<file path="config.mk">
export PLATFORM = sky130hd
export DESIGN_NAME = ext_bus_ctrl
export DESIGN_NICKNAME = d
export VERILOG_FILES = /design/src/cycle_timer.v /design/src/pointer_bank.v /design/src/ext_bus_ctrl.v
export VERILOG_INCLUDE_DIRS = /design/src /design/src/pkg
export SDC_FILE = /design/constraint.sdc
export NUM_CORES = 1
export LEC_CHECK = 0
export BUFFER_PORTS_ARGS = -buffer_cell sky130_fd_sc_hd__buf_2
export CAP_MARGIN = 25
export CORE_ASPECT_RATIO = 1.25
export CORE_MARGIN = 2
export CORE_UTILIZATION = 55
export CTS_CLUSTER_DIAMETER = 50
export CTS_CLUSTER_SIZE = 16
export DETAILED_ROUTE_END_ITERATION = 16
export PLACE_DENSITY = 0.75
export SETUP_SLACK_MARGIN = 0.05
export SYNTH_ARGS = -nofsm -noshare
export SYNTH_HDL_FRONTEND = slang
export SYNTH_HIERARCHICAL = 1
export SYNTH_SLANG_ARGS = --single-unit
</file>
<file path="constraint.sdc">
create_clock -name mclk -period 3.1 [get_ports mclk]
set_input_delay 0.465 -clock mclk [delete_from_list [all_inputs] [get_ports mclk]]
set_output_delay 0.465 -clock mclk [all_outputs]
set_load 0.05 [all_outputs]
</file>
<file path="src/pkg/ext_bus_defines.vh">
`ifndef EXT_BUS_DEFINES_VH
`define EXT_BUS_DEFINES_VH

// -------------------------------------------------------------------
// Special function register addresses
// -------------------------------------------------------------------
`define SFR_PORT0_LATCH 8'h80
`define SFR_PTR_LOW 8'h82
`define SFR_PTR_HIGH 8'h83
`define SFR_PTR_SELECT 8'h92
`define SFR_PORT2_LATCH 8'ha0

// -------------------------------------------------------------------
// Field layout and reset values
// -------------------------------------------------------------------
`define SEL_FIELD_MSB 2
`define PTR_COUNT 8
`define PTR_RESET 8'h00
`define SEL_RESET 3'h0
`define PORT_LATCH_RESET 8'hff
`define PORT0_ACCESS_FILL 8'hff
`define OE_ALL 8'hff
`define OE_NONE 8'h00
`define INT_CODE_TOP 16'h1fff

// -------------------------------------------------------------------
// Request kinds
// -------------------------------------------------------------------
`define KIND_FETCH 2'h0
`define KIND_CODE_CONST 2'h1
`define KIND_DATA_PTR 2'h2
`define KIND_DATA_REG 2'h3

// -------------------------------------------------------------------
// Bus phase timing (ns) and derived cycle counts at 5 ns clock
// -------------------------------------------------------------------
`define CLK_PERIOD_NS 5
`define ALE_WIDTH_NS 10
`define ADDR_HOLD_NS 5
`define DATA_SETUP_NS 5
`define STROBE_WIDTH_NS 20
`define DATA_HOLD_NS 5
// Whole cycles per phase, each ns figure rounded up to the clock
`define ALE_CYC 4'h2
`define ADDR_HOLD_CYC 4'h1
`define DATA_SETUP_CYC 4'h1
`define STROBE_CYC 4'h4
`define DATA_HOLD_CYC 4'h1
`define TIMER_W 4

`endif

</file>
<file path="src/cycle_timer.v">
`default_nettype none

// -------------------------------------------------------------------
// Phase timer: load N, expired pulses in the Nth cycle after load
// -------------------------------------------------------------------
module cycle_timer (
  input wire mclk,
  input wire rst_b,
  input wire load,
  input wire [3:0] loadValue,
  output wire expired
);

  reg [3:0] count_reg; // Cycles left in current phase

  // Down counter, parks at zero when idle
  always @(posedge mclk or negedge rst_b) begin
    if (!rst_b) begin
      count_reg <= 4'h0;
    end else if (load) begin
      count_reg <= loadValue;
    end else if (count_reg != 4'h0) begin
      count_reg <= count_reg - 4'h1;
    end
  end

  // Last cycle of the phase, so a new load lands on time
  assign expired = (count_reg == 4'h1);

endmodule // cycle_timer

`default_nettype wire

</file>
<file path="src/pointer_bank.v">
`default_nettype none
`include "ext_bus_defines.vh"

// -------------------------------------------------------------------
// Bank of eight 16-bit address pointers with select register
// -------------------------------------------------------------------
module pointer_bank (
  input wire mclk,
  input wire rst_b,
  input wire sfrWrite,
  input wire [7:0] sfrAddr,
  input wire [7:0] sfrWdata,
  input wire ptrInc,
  input wire ptrLoad,
  input wire [15:0] ptrLoadValue,
  output wire [15:0] activePointer,
  output wire [2:0] selectField
);

  reg [7:0] highByte_reg [0:`PTR_COUNT-1]; // pointer_high_byte_n
  reg [7:0] lowByte_reg [0:`PTR_COUNT-1]; // pointer_low_byte_n
  reg [2:0] select_reg; // Active pointer index
  integer i;

  // -----------------------------------------------------------------
  // Pointer storage
  // -----------------------------------------------------------------
  // Only the selected entry ever changes; the rest keep their values
  always @(posedge mclk or negedge rst_b) begin
    if (!rst_b) begin
      for (i = 0; i < `PTR_COUNT; i = i + 1) begin
        highByte_reg[i] <= `PTR_RESET;
        lowByte_reg[i] <= `PTR_RESET;
      end
    end else if (ptrLoad) begin
      {highByte_reg[select_reg], lowByte_reg[select_reg]} <= ptrLoadValue;
    end else if (ptrInc) begin
      {highByte_reg[select_reg], lowByte_reg[select_reg]} <= activePointer + 16'h0001;
    end else if (sfrWrite && sfrAddr == `SFR_PTR_LOW) begin
      lowByte_reg[select_reg] <= sfrWdata;
    end else if (sfrWrite && sfrAddr == `SFR_PTR_HIGH) begin
      highByte_reg[select_reg] <= sfrWdata;
    end
  end

  // Select register, low three bits only
  always @(posedge mclk or negedge rst_b) begin
    if (!rst_b) begin
      select_reg <= `SEL_RESET;
    end else if (sfrWrite && sfrAddr == `SFR_PTR_SELECT) begin
      select_reg <= sfrWdata[`SEL_FIELD_MSB:0];
    end
  end

  // Active pointer is the concatenation of the chosen pair
  assign activePointer = {highByte_reg[select_reg], lowByte_reg[select_reg]};
  assign selectField = select_reg;

endmodule // pointer_bank

`default_nettype wire

</file>
<file path="src/ext_bus_ctrl.v">
`default_nettype none
`include "ext_bus_defines.vh"

module ext_bus_ctrl (
  input wire mclk,
  input wire rst_b,
  // Core special function register port
  input wire sfrWrite,
  input wire sfrRead,
  input wire [7:0] sfrAddr,
  input wire [7:0] sfrWdata,
  output wire [7:0] sfrRdata,
  // Core pointer operations
  input wire ptrInc,
  input wire ptrLoad,
  input wire [15:0] ptrLoadValue,
  output wire [15:0] branchTarget,
  // Core access requests
  input wire reqValid,
  input wire [1:0] reqKind,
  input wire reqWrite,
  input wire [15:0] programCounter,
  input wire [7:0] regAddr,
  input wire [7:0] reqWdata,
  output wire busBusy,
  output wire busDone,
  output wire busExternal,
  output wire [7:0] busRdata,
  // External pins
  input wire externalAccessN,
  input wire [7:0] muxedAddrDataPortIn,
  output wire [7:0] muxedAddrDataPortOut,
  output wire [7:0] muxedAddrDataPortOe,
  output wire [7:0] highAddrPortOut,
  output wire [7:0] highAddrPortOe,
  output wire addrLatchEnable,
  output wire programStoreStrobeN,
  output wire readStrobeN,
  output wire writeStrobeN
);

  // -----------------------------------------------------------------
  // Bus cycle states
  // -----------------------------------------------------------------
  localparam [2:0] ST_IDLE = 3'h0; // Ports show latches
  localparam [2:0] ST_ADDR = 3'h1; // Address out, latch enable high
  localparam [2:0] ST_AHOLD = 3'h2; // Address held after latch enable
  localparam [2:0] ST_DSETUP = 3'h3; // Write data before strobe
  localparam [2:0] ST_STROBE = 3'h4; // Strobe active
  localparam [2:0] ST_DHOLD = 3'h5; // Data held after strobe

  reg [2:0] state_reg; // Current phase
  reg [2:0] state_next; // Next phase
  reg [1:0] kind_reg; // Kind of running access
  reg write_reg; // Running access is a write
  reg [7:0] wdata_reg; // Data to write
  reg [15:0] addr_reg; // Address of running access
  reg use16_reg; // Port 2 carries high address
  reg [7:0] port0Latch_reg; // Port 0 special function latch
  reg [7:0] port2Latch_reg; // Port 2 special function latch
  reg [7:0] p0Out_reg; // Port 0 pin drive value
  reg [7:0] p0Oe_reg; // Port 0 pin enables
  reg [7:0] p2Out_reg; // Port 2 pin drive value
  reg ale_reg; // Address latch enable
  reg psenN_reg; // Program store strobe
  reg rdN_reg; // Data read strobe
  reg wrN_reg; // Data write strobe
  reg done_reg; // One-cycle completion pulse
  reg external_reg; // Last access went to pins
  reg [7:0] rdata_reg; // Captured read data
  reg [7:0] sfrRdata_reg; // Register read data
  reg busy_reg; // Access in progress
  reg [15:0] branch_reg; // Registered jump target

  reg timerLoad; // Start a phase
  reg [3:0] timerValue; // Length of next phase
  wire timerExpired; // Current phase over
  wire [15:0] activePointer; // Selected pointer
  wire [2:0] selectField; // Select register contents
  wire fetchExternal; // Fetch must go off chip
  wire [15:0] reqAddr; // Address of incoming request
  wire reqUse16; // Incoming request uses port 2 for address
  wire startAccess; // Take an off-chip request now

  // -----------------------------------------------------------------
  // Submodules
  // -----------------------------------------------------------------
  pointer_bank u_pointer_bank (
    .mclk(mclk),
    .rst_b(rst_b),
    .sfrWrite(sfrWrite),
    .sfrAddr(sfrAddr),
    .sfrWdata(sfrWdata),
    .ptrInc(ptrInc),
    .ptrLoad(ptrLoad),
    .ptrLoadValue(ptrLoadValue),
    .activePointer(activePointer),
    .selectField(selectField)
  );

  cycle_timer u_cycle_timer (
    .mclk(mclk),
    .rst_b(rst_b),
    .load(timerLoad),
    .loadValue(timerValue),
    .expired(timerExpired)
  );

  // -----------------------------------------------------------------
  // Request decode
  // -----------------------------------------------------------------
  // Code above the internal range or forced external goes to the pins
  assign fetchExternal = !externalAccessN || (programCounter > `INT_CODE_TOP);

  // Fetch uses the PC, everything else but register indirect the pointer
  assign reqAddr = (reqKind == `KIND_FETCH) ? programCounter :
                   (reqKind == `KIND_DATA_REG) ? {8'h00, regAddr} :
                   activePointer;
  assign reqUse16 = (reqKind != `KIND_DATA_REG);

  // Internal fetches finish at once and never touch the pins
  assign startAccess = reqValid && (state_reg == ST_IDLE) &&
                       ((reqKind != `KIND_FETCH) || fetchExternal);

  // -----------------------------------------------------------------
  // Next-state and phase length
  // -----------------------------------------------------------------
  always @* begin
    state_next = state_reg;
    timerLoad = 1'b0;
    timerValue = 4'h0;
    case (state_reg)
      ST_IDLE: begin
        if (startAccess) begin
          state_next = ST_ADDR;
          timerLoad = 1'b1;
          timerValue = `ALE_CYC;
        end
      end
      ST_ADDR: begin
        if (timerExpired) begin
          state_next = ST_AHOLD;
          timerLoad = 1'b1;
          timerValue = `ADDR_HOLD_CYC;
        end
      end
      ST_AHOLD: begin
        if (timerExpired) begin
          state_next = ST_DSETUP;
          timerLoad = 1'b1;
          timerValue = `DATA_SETUP_CYC;
        end
      end
      ST_DSETUP: begin
        if (timerExpired) begin
          state_next = ST_STROBE;
          timerLoad = 1'b1;
          timerValue = `STROBE_CYC;
        end
      end
      ST_STROBE: begin
        if (timerExpired) begin
          state_next = ST_DHOLD;
          timerLoad = 1'b1;
          timerValue = `DATA_HOLD_CYC;
        end
      end
      ST_DHOLD: begin
        if (timerExpired) begin
          state_next = ST_IDLE;
        end
      end
      default: begin
        state_next = ST_IDLE;
      end
    endcase
  end

  // -----------------------------------------------------------------
  // Access bookkeeping
  // -----------------------------------------------------------------
  // Request fields captured once so the core may move on
  always @(posedge mclk or negedge rst_b) begin
    if (!rst_b) begin
      state_reg <= ST_IDLE;
      kind_reg <= `KIND_FETCH;
      write_reg <= 1'b0;
      wdata_reg <= 8'h00;
      addr_reg <= 16'h0000;
      use16_reg <= 1'b0;
      busy_reg <= 1'b0;
    end else begin
      state_reg <= state_next;
      busy_reg <= (state_next != ST_IDLE);
      if (startAccess) begin
        kind_reg <= reqKind;
        write_reg <= reqWrite && (reqKind[1] == 1'b1); // Fetches never write
        wdata_reg <= reqWdata;
        addr_reg <= reqAddr;
        use16_reg <= reqUse16;
      end
    end
  end

  // -----------------------------------------------------------------
  // Port latches
  // -----------------------------------------------------------------
  // Access fill wins over a software write in the same cycle
  always @(posedge mclk or negedge rst_b) begin
    if (!rst_b) begin
      port0Latch_reg <= `PORT_LATCH_RESET;
    end else if (startAccess) begin
      port0Latch_reg <= `PORT0_ACCESS_FILL;
    end else if (sfrWrite && sfrAddr == `SFR_PORT0_LATCH) begin
      port0Latch_reg <= sfrWdata;
    end
  end

  // Port 2 latch only ever changes by software
  always @(posedge mclk or negedge rst_b) begin
    if (!rst_b) begin
      port2Latch_reg <= `PORT_LATCH_RESET;
    end else if (sfrWrite && sfrAddr == `SFR_PORT2_LATCH) begin
      port2Latch_reg <= sfrWdata;
    end
  end

  // -----------------------------------------------------------------
  // Pin drive
  // -----------------------------------------------------------------
  // Idle port 0 is open drain: enable only where the latch holds zero
  always @(posedge mclk or negedge rst_b) begin
    if (!rst_b) begin
      p0Out_reg <= 8'h00;
      p0Oe_reg <= `OE_NONE;
      p2Out_reg <= `PORT_LATCH_RESET;
      ale_reg <= 1'b0;
    end else begin
      case (state_next)
        ST_ADDR, ST_AHOLD: begin
          p0Out_reg <= (state_reg == ST_IDLE) ? reqAddr[7:0] : addr_reg[7:0];
          p0Oe_reg <= `OE_ALL;
          ale_reg <= (state_next == ST_ADDR);
        end
        ST_DSETUP, ST_STROBE, ST_DHOLD: begin
          // Write data before, during and after the strobe; reads release
          p0Out_reg <= wdata_reg;
          p0Oe_reg <= write_reg ? `OE_ALL : `OE_NONE;
          ale_reg <= 1'b0;
        end
        default: begin
          p0Out_reg <= 8'h00;
          p0Oe_reg <= ~port0Latch_reg;
          ale_reg <= 1'b0;
        end
      endcase
      // High byte held from address phase to end of data hold
      if (state_next != ST_IDLE) begin
        if (state_reg == ST_IDLE) begin
          p2Out_reg <= reqUse16 ? reqAddr[15:8] : port2Latch_reg;
        end else begin
          p2Out_reg <= use16_reg ? addr_reg[15:8] : port2Latch_reg;
        end
      end else begin
        p2Out_reg <= port2Latch_reg;
      end
    end
  end

  // Strobes: program store for code, read/write for data
  always @(posedge mclk or negedge rst_b) begin
    if (!rst_b) begin
      psenN_reg <= 1'b1;
      rdN_reg <= 1'b1;
      wrN_reg <= 1'b1;
    end else begin
      psenN_reg <= !((state_next == ST_STROBE) && !kind_reg[1]);
      rdN_reg <= !((state_next == ST_STROBE) && kind_reg[1] && !write_reg);
      wrN_reg <= !((state_next == ST_STROBE) && kind_reg[1] && write_reg);
    end
  end

  // -----------------------------------------------------------------
  // Completion and read data
  // -----------------------------------------------------------------
  // Sample while the strobe is still low, in its last cycle
  always @(posedge mclk or negedge rst_b) begin
    if (!rst_b) begin
      done_reg <= 1'b0;
      external_reg <= 1'b0;
      rdata_reg <= 8'h00;
    end else begin
      done_reg <= 1'b0;
      if (state_reg == ST_STROBE && timerExpired && !write_reg) begin
        rdata_reg <= muxedAddrDataPortIn;
      end
      if (state_reg == ST_DHOLD && timerExpired) begin
        done_reg <= 1'b1;
        external_reg <= 1'b1;
      end else if (reqValid && state_reg == ST_IDLE && !startAccess) begin
        // Internal fetch: no pin activity, served by on-chip code
        done_reg <= 1'b1;
        external_reg <= 1'b0;
      end
    end
  end

  // -----------------------------------------------------------------
  // Register reads and branch target
  // -----------------------------------------------------------------
  // Unmapped addresses read zero; select reads upper bits as zero
  always @(posedge mclk or negedge rst_b) begin
    if (!rst_b) begin
      sfrRdata_reg <= 8'h00;
      branch_reg <= 16'h0000;
    end else begin
      branch_reg <= activePointer;
      if (sfrRead) begin
        case (sfrAddr)
          `SFR_PTR_LOW: sfrRdata_reg <= activePointer[7:0];
          `SFR_PTR_HIGH: sfrRdata_reg <= activePointer[15:8];
          `SFR_PTR_SELECT: sfrRdata_reg <= {5'h00, selectField};
          `SFR_PORT0_LATCH: sfrRdata_reg <= port0Latch_reg;
          `SFR_PORT2_LATCH: sfrRdata_reg <= port2Latch_reg;
          default: sfrRdata_reg <= 8'h00;
        endcase
      end
    end
  end

  // -----------------------------------------------------------------
  // Outputs
  // -----------------------------------------------------------------
  assign sfrRdata = sfrRdata_reg;
  assign branchTarget = branch_reg;
  assign busBusy = busy_reg;
  assign busDone = done_reg;
  assign busExternal = external_reg;
  assign busRdata = rdata_reg;
  assign muxedAddrDataPortOut = p0Out_reg;
  assign muxedAddrDataPortOe = p0Oe_reg;
  assign highAddrPortOut = p2Out_reg;
  // Port 2 is push-pull here, so ones stay strongly driven
  assign highAddrPortOe = `OE_ALL;
  assign addrLatchEnable = ale_reg;
  assign programStoreStrobeN = psenN_reg;
  assign readStrobeN = rdN_reg;
  assign writeStrobeN = wrN_reg;

endmodule // ext_bus_ctrl

`default_nettype wire

</file>
==> summary.txt, run 1 <==
status: completed
DR vias: 11200
root buffer cell: clkbuf_16
Post-synth EDFFs: 0
pin count of the biggest net entering global routing: 90
ANT nets after route: 0
worst-path cell chain: buf_4 -> mux4_2 -> mux2_4 -> ha_1 -> nand4_1 -> or2_2 -> a21oi_1 -> buf_4 -> o311ai_0 -> o21a_1
Post-Syn Area: 0.0131 mm^2
worst rel slew slack: 0.436
commonest non-fill, non-tap cell in the layout: dfrtp_1
TritonCTS clock tree: yes
period utilization: 0.944
die width: 142 um
first-pass GRT wire length: 60700 um
final number of hold-violating endpoints: 0
antenna fix cells: 0
Port Buffers: 145
Pins Over Slew Limit: 0
hpwl dp: 28100 um
hold slack: 0.124 ns
GRT Resource Usage Total: 0.313
H-tree lvl count: 1
Final Setup Violations: 0
P per Cell Area: 751 mW/mm^2
routed len/inst: 21.9 um
Pre-antenna DRT Iters: 5
Row Count: 63
post-synthesis sequential area ratio: 0.470
most used cell, CP: buf_4
CP Capture Type: register
grt ovf: 0
Max Clock Freq: 342 MHz
Fillers: 1867
DRC Markers: 0
proportion of layout cells with a drive suffix above 1: 0.281
Netlist cell types: 92
Clk pin slew, worst setup/hold paths: 0.07 ns
Die Span Y: 176 um
GP Congestion: 0.950
worst skew pair latency: 0.54 ns
Worst EP required: 3.57 ns
Leakage: 6.82 nW
CTS Buf Count: 24
dominant synthesized flop cell: dfrtp_1
mean post-synth cell area: 10.1 um^2
initial core utilization: 0.556
family with the most delay on the worst path: multiplexers
Period minus WS final: 2.93 ns
Layout Skew: 0.0207 ns
Worst Hold Class: in2reg
R2R Setup Slk: 0.17 ns
nets: 1567
post-layout util: 0.653
initial DRC count: 876
slowest CP cell: dfrtp_2
commonest cells after routing, fill and taps aside: dfrtp_1, nand2_1, buf_2, nor2_1, buf_4
CP arrival: 3.40 ns
Worst Path Max Fanout: 8
CP peak stage delay: 0.47 ns
vias in the first global route: 10900
initial antenna violation count: 0
drt via density: 6.27
Synthesis Warnings: 6
core area: 0.0235 mm^2
CP Launch Type: register
#FFs+latches synth: 244
Clock Tree Buf Depth: 3
Post-synth ARST share: 1.00
Syn Inst Count: 1291
Ports: 154
crit path kind: reg2reg
Slew @ Worst Pin: 0.843 ns
CTS sink cnt: 244
Total Wirelength: 39200 um
full die area: 0.0250 mm^2
maximum VDD drop: 382 uV
Buf/Inv on CP: 2
layout overhead on the synthesized area: 17.5%
Max Cap Viol: 0
Setup TNS: 0 ns
RSZ-0062 raised after global routing: false
==> path summary, 6_finish.rpt <==
check,start,end,cells past startpoint
worst max register to register,u_pointer_bank/selectField[0],u_pointer_bank/highByte_reg[40],10
worst min-delay path,reqWdata[0],wdata_reg[0],3
worst min register to register,addr_reg[2],addr_reg[2],2
min in group asynchronous,rst_b,u_cycle_timer/count_reg[2],2
worst max-delay path,u_pointer_bank/selectField[0],u_pointer_bank/highByte_reg[40],10
max in group asynchronous,rst_b,u_pointer_bank/lowByte_reg[26],3
==> final cells by class <==
cell class | instances | area (um^2) | share of cell area
Timing Repair Buffer | 241 | 1510 | 0.0982
Inverter | 19 | 75.1 | 0.00489
Clock buffer | 26 | 618 | 0.0403
Clock inverter | 17 | 236 | 0.0154
Tap cell | 292 | 365 | 0.0238
Multi-Input combinational cell | 950 | 6390 | 0.417
Sequential cell | 244 | 6150 | 0.401
==> cells in the mapped netlist (all sizes together), types with 4 or more instances <==
master / count / area share
inv: 17 / 0.0051
nor3b: 4 / 0.0032
o22ai: 25 / 0.012
o211ai: 23 / 0.013
clkbuf: 34 / 0.0098
or3: 4 / 0.0019
xnor2: 7 / 0.0047
nand2: 185 / 0.054
nor2b: 12 / 0.0063
mux2i: 69 / 0.053
nor3: 22 / 0.0096
mux4: 24 / 0.043
dfstp: 27 / 0.054
a21o: 5 / 0.0029
buf: 51 / 0.029
a31oi: 23 / 0.011
a22o: 7 / 0.0047
ha: 4 / 0.0038
o311ai: 14 / 0.0094
nand4: 8 / 0.0066
nor4: 5 / 0.0040
o31ai: 7 / 0.0040
o21ai: 86 / 0.033
dfrtp: 217 / 0.42
and2: 16 / 0.0079
nor2: 104 / 0.030
o22a: 13 / 0.0087
o21a: 38 / 0.022
nand2b: 20 / 0.0096
nand3: 27 / 0.012
and3b: 7 / 0.0047
a21oi: 89 / 0.034
a211oi: 4 / 0.0031
mux2: 50 / 0.043
==> report_power, final <==
| group | switching [mW] | leakage (nW) | internal (mW) |
|---|---|---|---|
| Clock | 1.36 | 0.416 | 1.81 |
| Sequential | 0.453 | 3.05 | 3.99 |
| Combinational | 2.54 | 3.35 | 1.36 |
==> routing by layer <==
metal  GRT usage  routed length, um  part of all wire  vias up
li1            -                  -                 -     5042
met1       0.399              15100              0.39     5460
met2       0.519              18700              0.48      584
met3      0.0477               3100             0.079      139
met4       0.165               2320             0.059        0
met5           0                  0                 0        -
==> cell families (layout without fill, tap and decap cells) <==
| family | count (synthesis) | in the layout | share of synthesized area |
|---|---|---|---|
| fa+ha+maj | 4 | 4 | 0.00383 |
| flops | 244 | 244 | 0.470 |
| xor+xnor | 9 | 9 | 0.00604 |
| compound gates | 352 | 352 | 0.171 |
| other cells | 2 | 9 | 0.000575 |
| buf+inv | 104 | 303 | 0.0447 |
| mux | 143 | 143 | 0.140 |
| simple gates | 433 | 433 | 0.164 |
==> worst reg2reg max path: stages, from the launching register on <==
cell	delay (ns)
dfrtp_2	0.47
buf_4	0.15
mux4_2	0.47
mux2_4	0.32
ha_1	0.25
nand4_1	0.24
or2_2	0.21
a21oi_1	0.09
buf_4	0.18
o311ai_0	0.33
o21a_1	0.17
==> per-stage QoR <==
step | worst slack, ns | instances | power (mW) | cell area (um^2)
6_report | 0.172 | 1789 | 11.5 | 15300
5_1_grt | 0.0510 | 1789 | 12.1 | 15300
4_1_cts | 0.0785 | 1782 | 11.5 | 15300
2_1_floorplan | 0.475 | 1298 | 7.23 | 13100
3_5_place_dp | 0.0119 | 1738 | 8.34 | 14400
3_3_place_gp | 0.116 | 1738 | 8.24 | 14400
==> what timing repair did <==
action / CTS / global route
setup buffers: 0 / 7
resized for setup: 3 / 7
setup endpoints to repair: 17 / 67
pin swaps: 0 / 3
endpoints found under the hold margin: 64 / 0
cloned: 0 / 0
hold buffers: 1 / 0
(Power assumes the default switching activity.)
==> run 2: changes to the inputs <==
--- a/config.mk
+++ b/config.mk
@@ -6,7 +6,7 @@
 export SDC_FILE = /design/constraint.sdc
 export NUM_CORES = 1
 export LEC_CHECK = 0
-export BUFFER_PORTS_ARGS = -buffer_cell sky130_fd_sc_hd__buf_2
+export BUFFER_PORTS_ARGS = -buffer_cell sky130_fd_sc_hd__clkbuf_2
 export CAP_MARGIN = 25
 export CORE_ASPECT_RATIO = 1.25
 export CORE_MARGIN = 2
==> summary.txt, run 2 (same netlist as run 1, synthesis figures left out) <==
status: completed
crit path kind: reg2reg
Clk pin slew, worst setup/hold paths: 0.07 ns (about the same)
first-pass GRT wire length: 61900 um (+2.0%)
final number of hold-violating endpoints: 0 (unchanged)
Clock Tree Buf Depth: 3 (unchanged)
worst skew pair latency: 0.54 ns (about the same)
CP arrival: 3.28 ns (-0.12 ns)
Layout Skew: 0.0171 ns (-0.00362 ns)
nets: 1563 (-0.26%)
maximum VDD drop: 431 uV (+13%)
Period minus WS final: 2.86 ns (-0.0630 ns)
DR vias: 11300 (+0.91%)
GP Congestion: 0.949 (-0.14%)
Worst Path Max Fanout: 20 (+12)
core area: 0.0235 mm^2 (unchanged)
register area: 0.00615 mm^2 (unchanged)
Setup TNS: 0 ns (unchanged)
layout overhead on the synthesized area: 16.7%
CP Launch Type: register
hpwl dp: 28600 um (+1.9%)
commonest non-fill, non-tap cell in the layout: dfrtp_1
ANT nets after route: 0 (unchanged)
R2R Setup Slk: 0.24 ns (+0.06 ns)
Final Setup Violations: 0 (unchanged)
H-tree lvl count: 1 (unchanged)
DRC Markers: 0 (unchanged)
RSZ-0062 raised after global routing: false
drt via density: 6.34 (+1.1%)
grt ovf: 0 (unchanged)
period utilization: 0.924 (-0.0203)
Fillers: 1877 (+0.54%)
TritonCTS clock tree: yes
Worst Hold Class: in2reg
slowest CP cell: dfrtp_4
initial DRC count: 973 (+11%)
routed len/inst: 22.3 um (+1.6%)
Slew @ Worst Pin: 0.874 ns (+0.0309 ns)
Port Buffers: 145 (unchanged)
pin count of the biggest net entering global routing: 90 (unchanged)
Pins Over Slew Limit: 0 (unchanged)
CTS Buf Count: 24 (unchanged)
die width: 142 um (unchanged)
CP peak stage delay: 0.52 ns (+0.05 ns)
CP Capture Type: register
Total Wirelength: 39800 um (+1.4%)
GRT Resource Usage Total: 0.319 (+0.00579)
Row Count: 63 (unchanged)
Die Span Y: 176 um (unchanged)
initial core utilization: 0.556 (unchanged)
antenna fix cells: 0 (unchanged)
Pre-antenna DRT Iters: 6 (+1)
worst rel slew slack: 0.415 (-0.0207)
Multi-input gate area: 0.00638 mm^2 (-0.18%)
Worst EP required: 3.52 ns (-0.05 ns)
post-layout util: 0.649 (-0.00437)
initial antenna violation count: 0 (unchanged)
Ports: 154 (unchanged)
worst-path cell chain: buf_4 -> buf_4 -> mux4_2 -> nand2b_1 -> nand2_2 -> nand4_2 -> o31a_1 -> nor3_2 -> buf_4 -> o311ai_1 -> o21a_1
full die area: 0.0250 mm^2 (unchanged)
P per Cell Area: 744 mW/mm^2 (-0.84%)
commonest cells after routing, fill and taps aside: dfrtp_1, nand2_1, clkbuf_2, nor2_1, a21oi_1
CTS sink cnt: 244 (unchanged)
Max Cap Viol: 0 (unchanged)
Max Clock Freq: 349 MHz (+2.2%)
proportion of layout cells with a drive suffix above 1: 0.276 (-0.00479)
Leakage: 6.77 nW (-0.63%)
root buffer cell: clkbuf_16
vias in the first global route: 11300 (+3.8%)
most used cell, CP: buf_4
[run 2: what timing repair did]
item,in CTS,in global routing
resized for setup,1,5
pin swaps,0,0
setup endpoints to repair,1,34
hold buffers,1,0
buffers inserted,0,2
endpoints found under the hold margin,73,0
[run 2: power by group]
group | switching [mW] | internal (mW)
Combinational | 2.56 | 1.35
Sequential | 0.487 | 3.99
Clock | 1.36 | 1.60
Total | 4.40 | 6.94
[run 2: final timing paths]
check | start | end | cells after the start
max in group asynchronous | rst_b | u_pointer_bank/lowByte_reg[26] | 3
min | reqWdata[6] | wdata_reg[6] | 3
min in group asynchronous | rst_b | u_cycle_timer/count_reg[2] | 2
min reg2reg | addr_reg[0] | addr_reg[0] | 2
max reg2reg | u_pointer_bank/selectField[2] | u_pointer_bank/highByte_reg[53] | 11
max | u_pointer_bank/selectField[2] | u_pointer_bank/highByte_reg[53] | 11
[run 2: critical path, delay by kind of cell (launching register included)]
kind | cells | cell delay, ns
flops | 1 | 0.52
compound gates | 3 | 0.54
mux | 1 | 0.26
simple gates | 4 | 0.84
buf+inv | 3 | 0.57
[run 2: area by class of cell]
| class | count | share of cell area |
|---|---|---|
| Timing Repair Buffer | 237 | 0.0970 |
| Tap cell | 292 | 0.0240 |
| Multi-Input combinational cell | 950 | 0.419 |
| Clock buffer | 32 | 0.0448 |
| Inverter | 19 | 0.00493 |
| Sequential cell | 244 | 0.403 |
| Clock inverter | 12 | 0.00706 |
[run 2: layer usage]
layer,vias to the layer above,wire [um],track usage,share of wire
met5,-,0,0,0
met4,0,2580,0.170,0.065
met3,178,3320,0.0483,0.083
met2,631,18900,0.533,0.47
met1,5476,15000,0.402,0.38
li1,5042,-,-,-
[run 2: per-stage QoR]
step | std cells | power (mW) | hold WS, ns | cell area [um^2] | worst slack [ns]
3_3_place_gp | 1739 | 8.25 | 0.450 | 14400 | 0.120
4_1_cts | 1784 | 11.3 | 0.122 | 15200 | 0.107
5_1_grt | 1786 | 11.9 | 0.127 | 15200 | 0.0638
2_1_floorplan | 1298 | 7.23 | 0.169 | 13100 | 0.475
3_5_place_dp | 1739 | 8.38 | 0.457 | 14400 | 0.0515
6_report | 1786 | 11.3 | 0.123 | 15200 | 0.235
==> run 3: changes to the inputs <==
--- a/config.mk
+++ b/config.mk
@@ -11,9 +11,11 @@
 export CORE_ASPECT_RATIO = 1.25
 export CORE_MARGIN = 2
 export CORE_UTILIZATION = 55
+export CTS_BUF_LIST = sky130_fd_sc_hd__clkbuf_2
 export CTS_CLUSTER_DIAMETER = 50
 export CTS_CLUSTER_SIZE = 16
 export DETAILED_ROUTE_END_ITERATION = 16
+export MAX_ROUTING_LAYER = met4
 export PLACE_DENSITY = 0.75
 export SETUP_SLACK_MARGIN = 0.05
 export SYNTH_ARGS = -nofsm -noshare
==> constraint.sdc (replaced) <==
create_clock -name mclk -period 3.1 [get_ports mclk]
set_input_delay 0.31 -clock mclk [delete_from_list [all_inputs] [get_ports mclk]]
set_output_delay 0.31 -clock mclk [all_outputs]
set_load 0.05 [all_outputs]
==> summary.txt, run 3 (same netlist as run 1, synthesis figures left out) <==
ANT nets after route: 0 (unchanged)
period utilization: 0.965 (+0.0407)
maximum VDD drop: 274 uV (-36%)
Worst Hold Class: in2reg
CP Launch Type: register
full die area: 0.0250 mm^2 (unchanged)
GP Congestion: 0.970 (+2.2%)
met3 Usage GRT: 0.0589 (+0.0106)
Ports: 154 (unchanged)
Placement Setup Slack: -0.0171 ns (-0.0686 ns)
root buffer cell: clkbuf_2
met1 usage: 0.409 (+0.00715)
nets: 1673 (+7.0%)
Total Wirelength: 41900 um (+5.4%)
Max Cap Viol: 0 (unchanged)
Worst Path Max Fanout: 10 (-50%)
DRC Markers: 0 (unchanged)
GRT Resource Usage Total: 0.342 (+0.0232)
initial core utilization: 0.556 (unchanged)
Die Span Y: 176 um (unchanged)
final number of hold-violating endpoints: 0 (unchanged)
post-layout util: 0.675 (+0.0262)
CP arrival: 3.79 ns (+0.51 ns)
Slew @ Worst Pin: 0.872 ns (-0.00208 ns)
CTS sink cnt: 244 (unchanged)
worst-path cell chain: clkbuf_4 -> nand2b_1 -> o21ai_0 -> a221o_2 -> buf_4 -> nand4_1 -> or2_2 -> a21oi_1 -> buf_4 -> o311ai_0 -> o21a_1
most used cell, CP: buf_4
initial antenna violation count: 1 (+1)
Fillers: 1794 (-4.4%)
Setup TNS: 0 ns (unchanged)
Clock Tree Buf Depth: 3 (unchanged)
core area: 0.0235 mm^2 (unchanged)
Leakage: 7.06 nW (+4.2%)
CP peak stage delay: 0.63 ns (+0.11 ns)
GR peak layer: met2
hpwl dp: 27900 um (-2.3%)
R2R depth: 11 (unchanged)
crit path kind: reg2reg
Worst EP required: 3.90 ns (+0.38 ns)
Layout Skew: 0.0948 ns (+0.0777 ns)
setup slack after layout: 0.109 ns (-0.126 ns)
worst rel slew slack: 0.417 (+0.00139)
CTS Buf Count: 25 (+4.2%)
proportion of layout cells with a drive suffix above 1: 0.265 (-0.0106)
drt via density: 6.32 (-0.35%)
routed len/inst: 22.1 um (-0.71%)
Max Clock Freq: 334 MHz (-4.2%)
TritonCTS clock tree: yes
P per Cell Area: 647 mW/mm^2 (-13%)
status: completed
Clk pin slew, worst setup/hold paths: 0.30 ns (+0.23 ns)
commonest cells after routing, fill and taps aside: dfrtp_1, nand2_1, clkbuf_2, nor2_1, dlygate4sd3_1
initial DRC count: 1259 (+29%)
Final Setup Violations: 0 (unchanged)
first-pass GRT wire length: 64500 um (+4.2%)
worst hold stages: 5 (+2)
Row Count: 63 (unchanged)
grt ovf: 0 (unchanged)
slowest CP cell: dfrtp_4
Multi-input gate area: 0.00640 mm^2 (+0.27%)
Period minus WS final: 2.99 ns (+0.126 ns)
worst skew pair latency: 0.93 ns (+0.39 ns)
H-tree lvl count: 1 (unchanged)
CP Capture Type: register
Pins Over Slew Limit: 0 (unchanged)
commonest non-fill, non-tap cell in the layout: dfrtp_1
RSZ-0062 raised after global routing: true
grt met2 use: 0.550 (+0.0168)
pin count of the biggest net entering global routing: 80 (-11%)
placed cell count: 1738 (-0.058%)
vias in the first global route: 11800 (+4.7%)
register area: 0.00615 mm^2 (unchanged)
die width: 142 um (unchanged)
final cell count without fillers: 1896 (+6.2%)
layout overhead on the synthesized area: 21.4%
Port Buffers: 145 (unchanged)
Pre-antenna DRT Iters: 8 (+2)
DR vias: 12000 (+5.8%)
Final Total Pwr: 10.3 mW (-9.5%)
-- run 3: final timing paths --
path,startpoint,to,slack [ns]
min in group asynchronous,rst_b,busRdata[3],0.46
worst max register to register,u_pointer_bank/selectField[2],u_pointer_bank/highByte_reg[32],0.11
worst max-delay path,u_pointer_bank/selectField[2],u_pointer_bank/highByte_reg[32],0.11
worst min-delay path,ptrInc,u_pointer_bank/highByte_reg[28],0.09
worst min register to register,wdata_reg[0],muxedAddrDataPortOut[0],0.48
max in group asynchronous,rst_b,u_pointer_bank/lowByte_reg[24],1.73
-- run 3: per-layer routing --
metal / wire length [um] / vias to the layer above
met4: 2960 / 0
li1: - / 5261
met1: 15600 / 5792
met2: 19800 / 710
met5: 0 / -
met3: 3530 / 220
-- run 3: repair_timing --
| action | 4_1_cts | 5_1_grt |
|---|---|---|
| endpoints found under the setup margin | 8 | 69 |
| gates cloned | 0 | 1 |
| buffers inserted | 0 | 8 |
| pin swaps | 0 | 1 |
| gates resized for setup | 1 | 13 |
| hold buffers | 104 | 0 |
| endpoints found under the hold margin | 392 | 0 |
-- run 3: worst max-delay path, delay by kind of cell, from the launching register on --
family                 cells  cell delay (ns)
buffers and inverters      3             0.55
AO/OA/AOI/OAI              5             1.03
flip-flops                 1             0.63
AND/OR/NAND/NOR            3             0.66
-- run 3: cell type report --
type,count,area share
repair buffers,346,0.161
inverters,19,0.00474
diodes,1,0.000158
clock inverters,16,0.0105
multi-input cells,950,0.404
flip-flops and latches,244,0.388
clock buffers,28,0.00884
well taps,292,0.0230
-- run 3: power by group --
group	internal, mW	switching [mW]	leakage, nW
Clock	0.419	1.25	0.199
Sequential	3.98	0.497	3.05
Combinational	1.48	2.63	3.81
-- run 3: metrics by stage --
stage / hold WS, ns / area (um^2)
2_1_floorplan: 0.0144 / 13100
5_1_grt: 0.0834 / 15900
3_5_place_dp: 0.398 / 14400
6_report: 0.0911 / 15900
4_1_cts: 0.0256 / 15700
3_3_place_gp: 0.392 / 14400
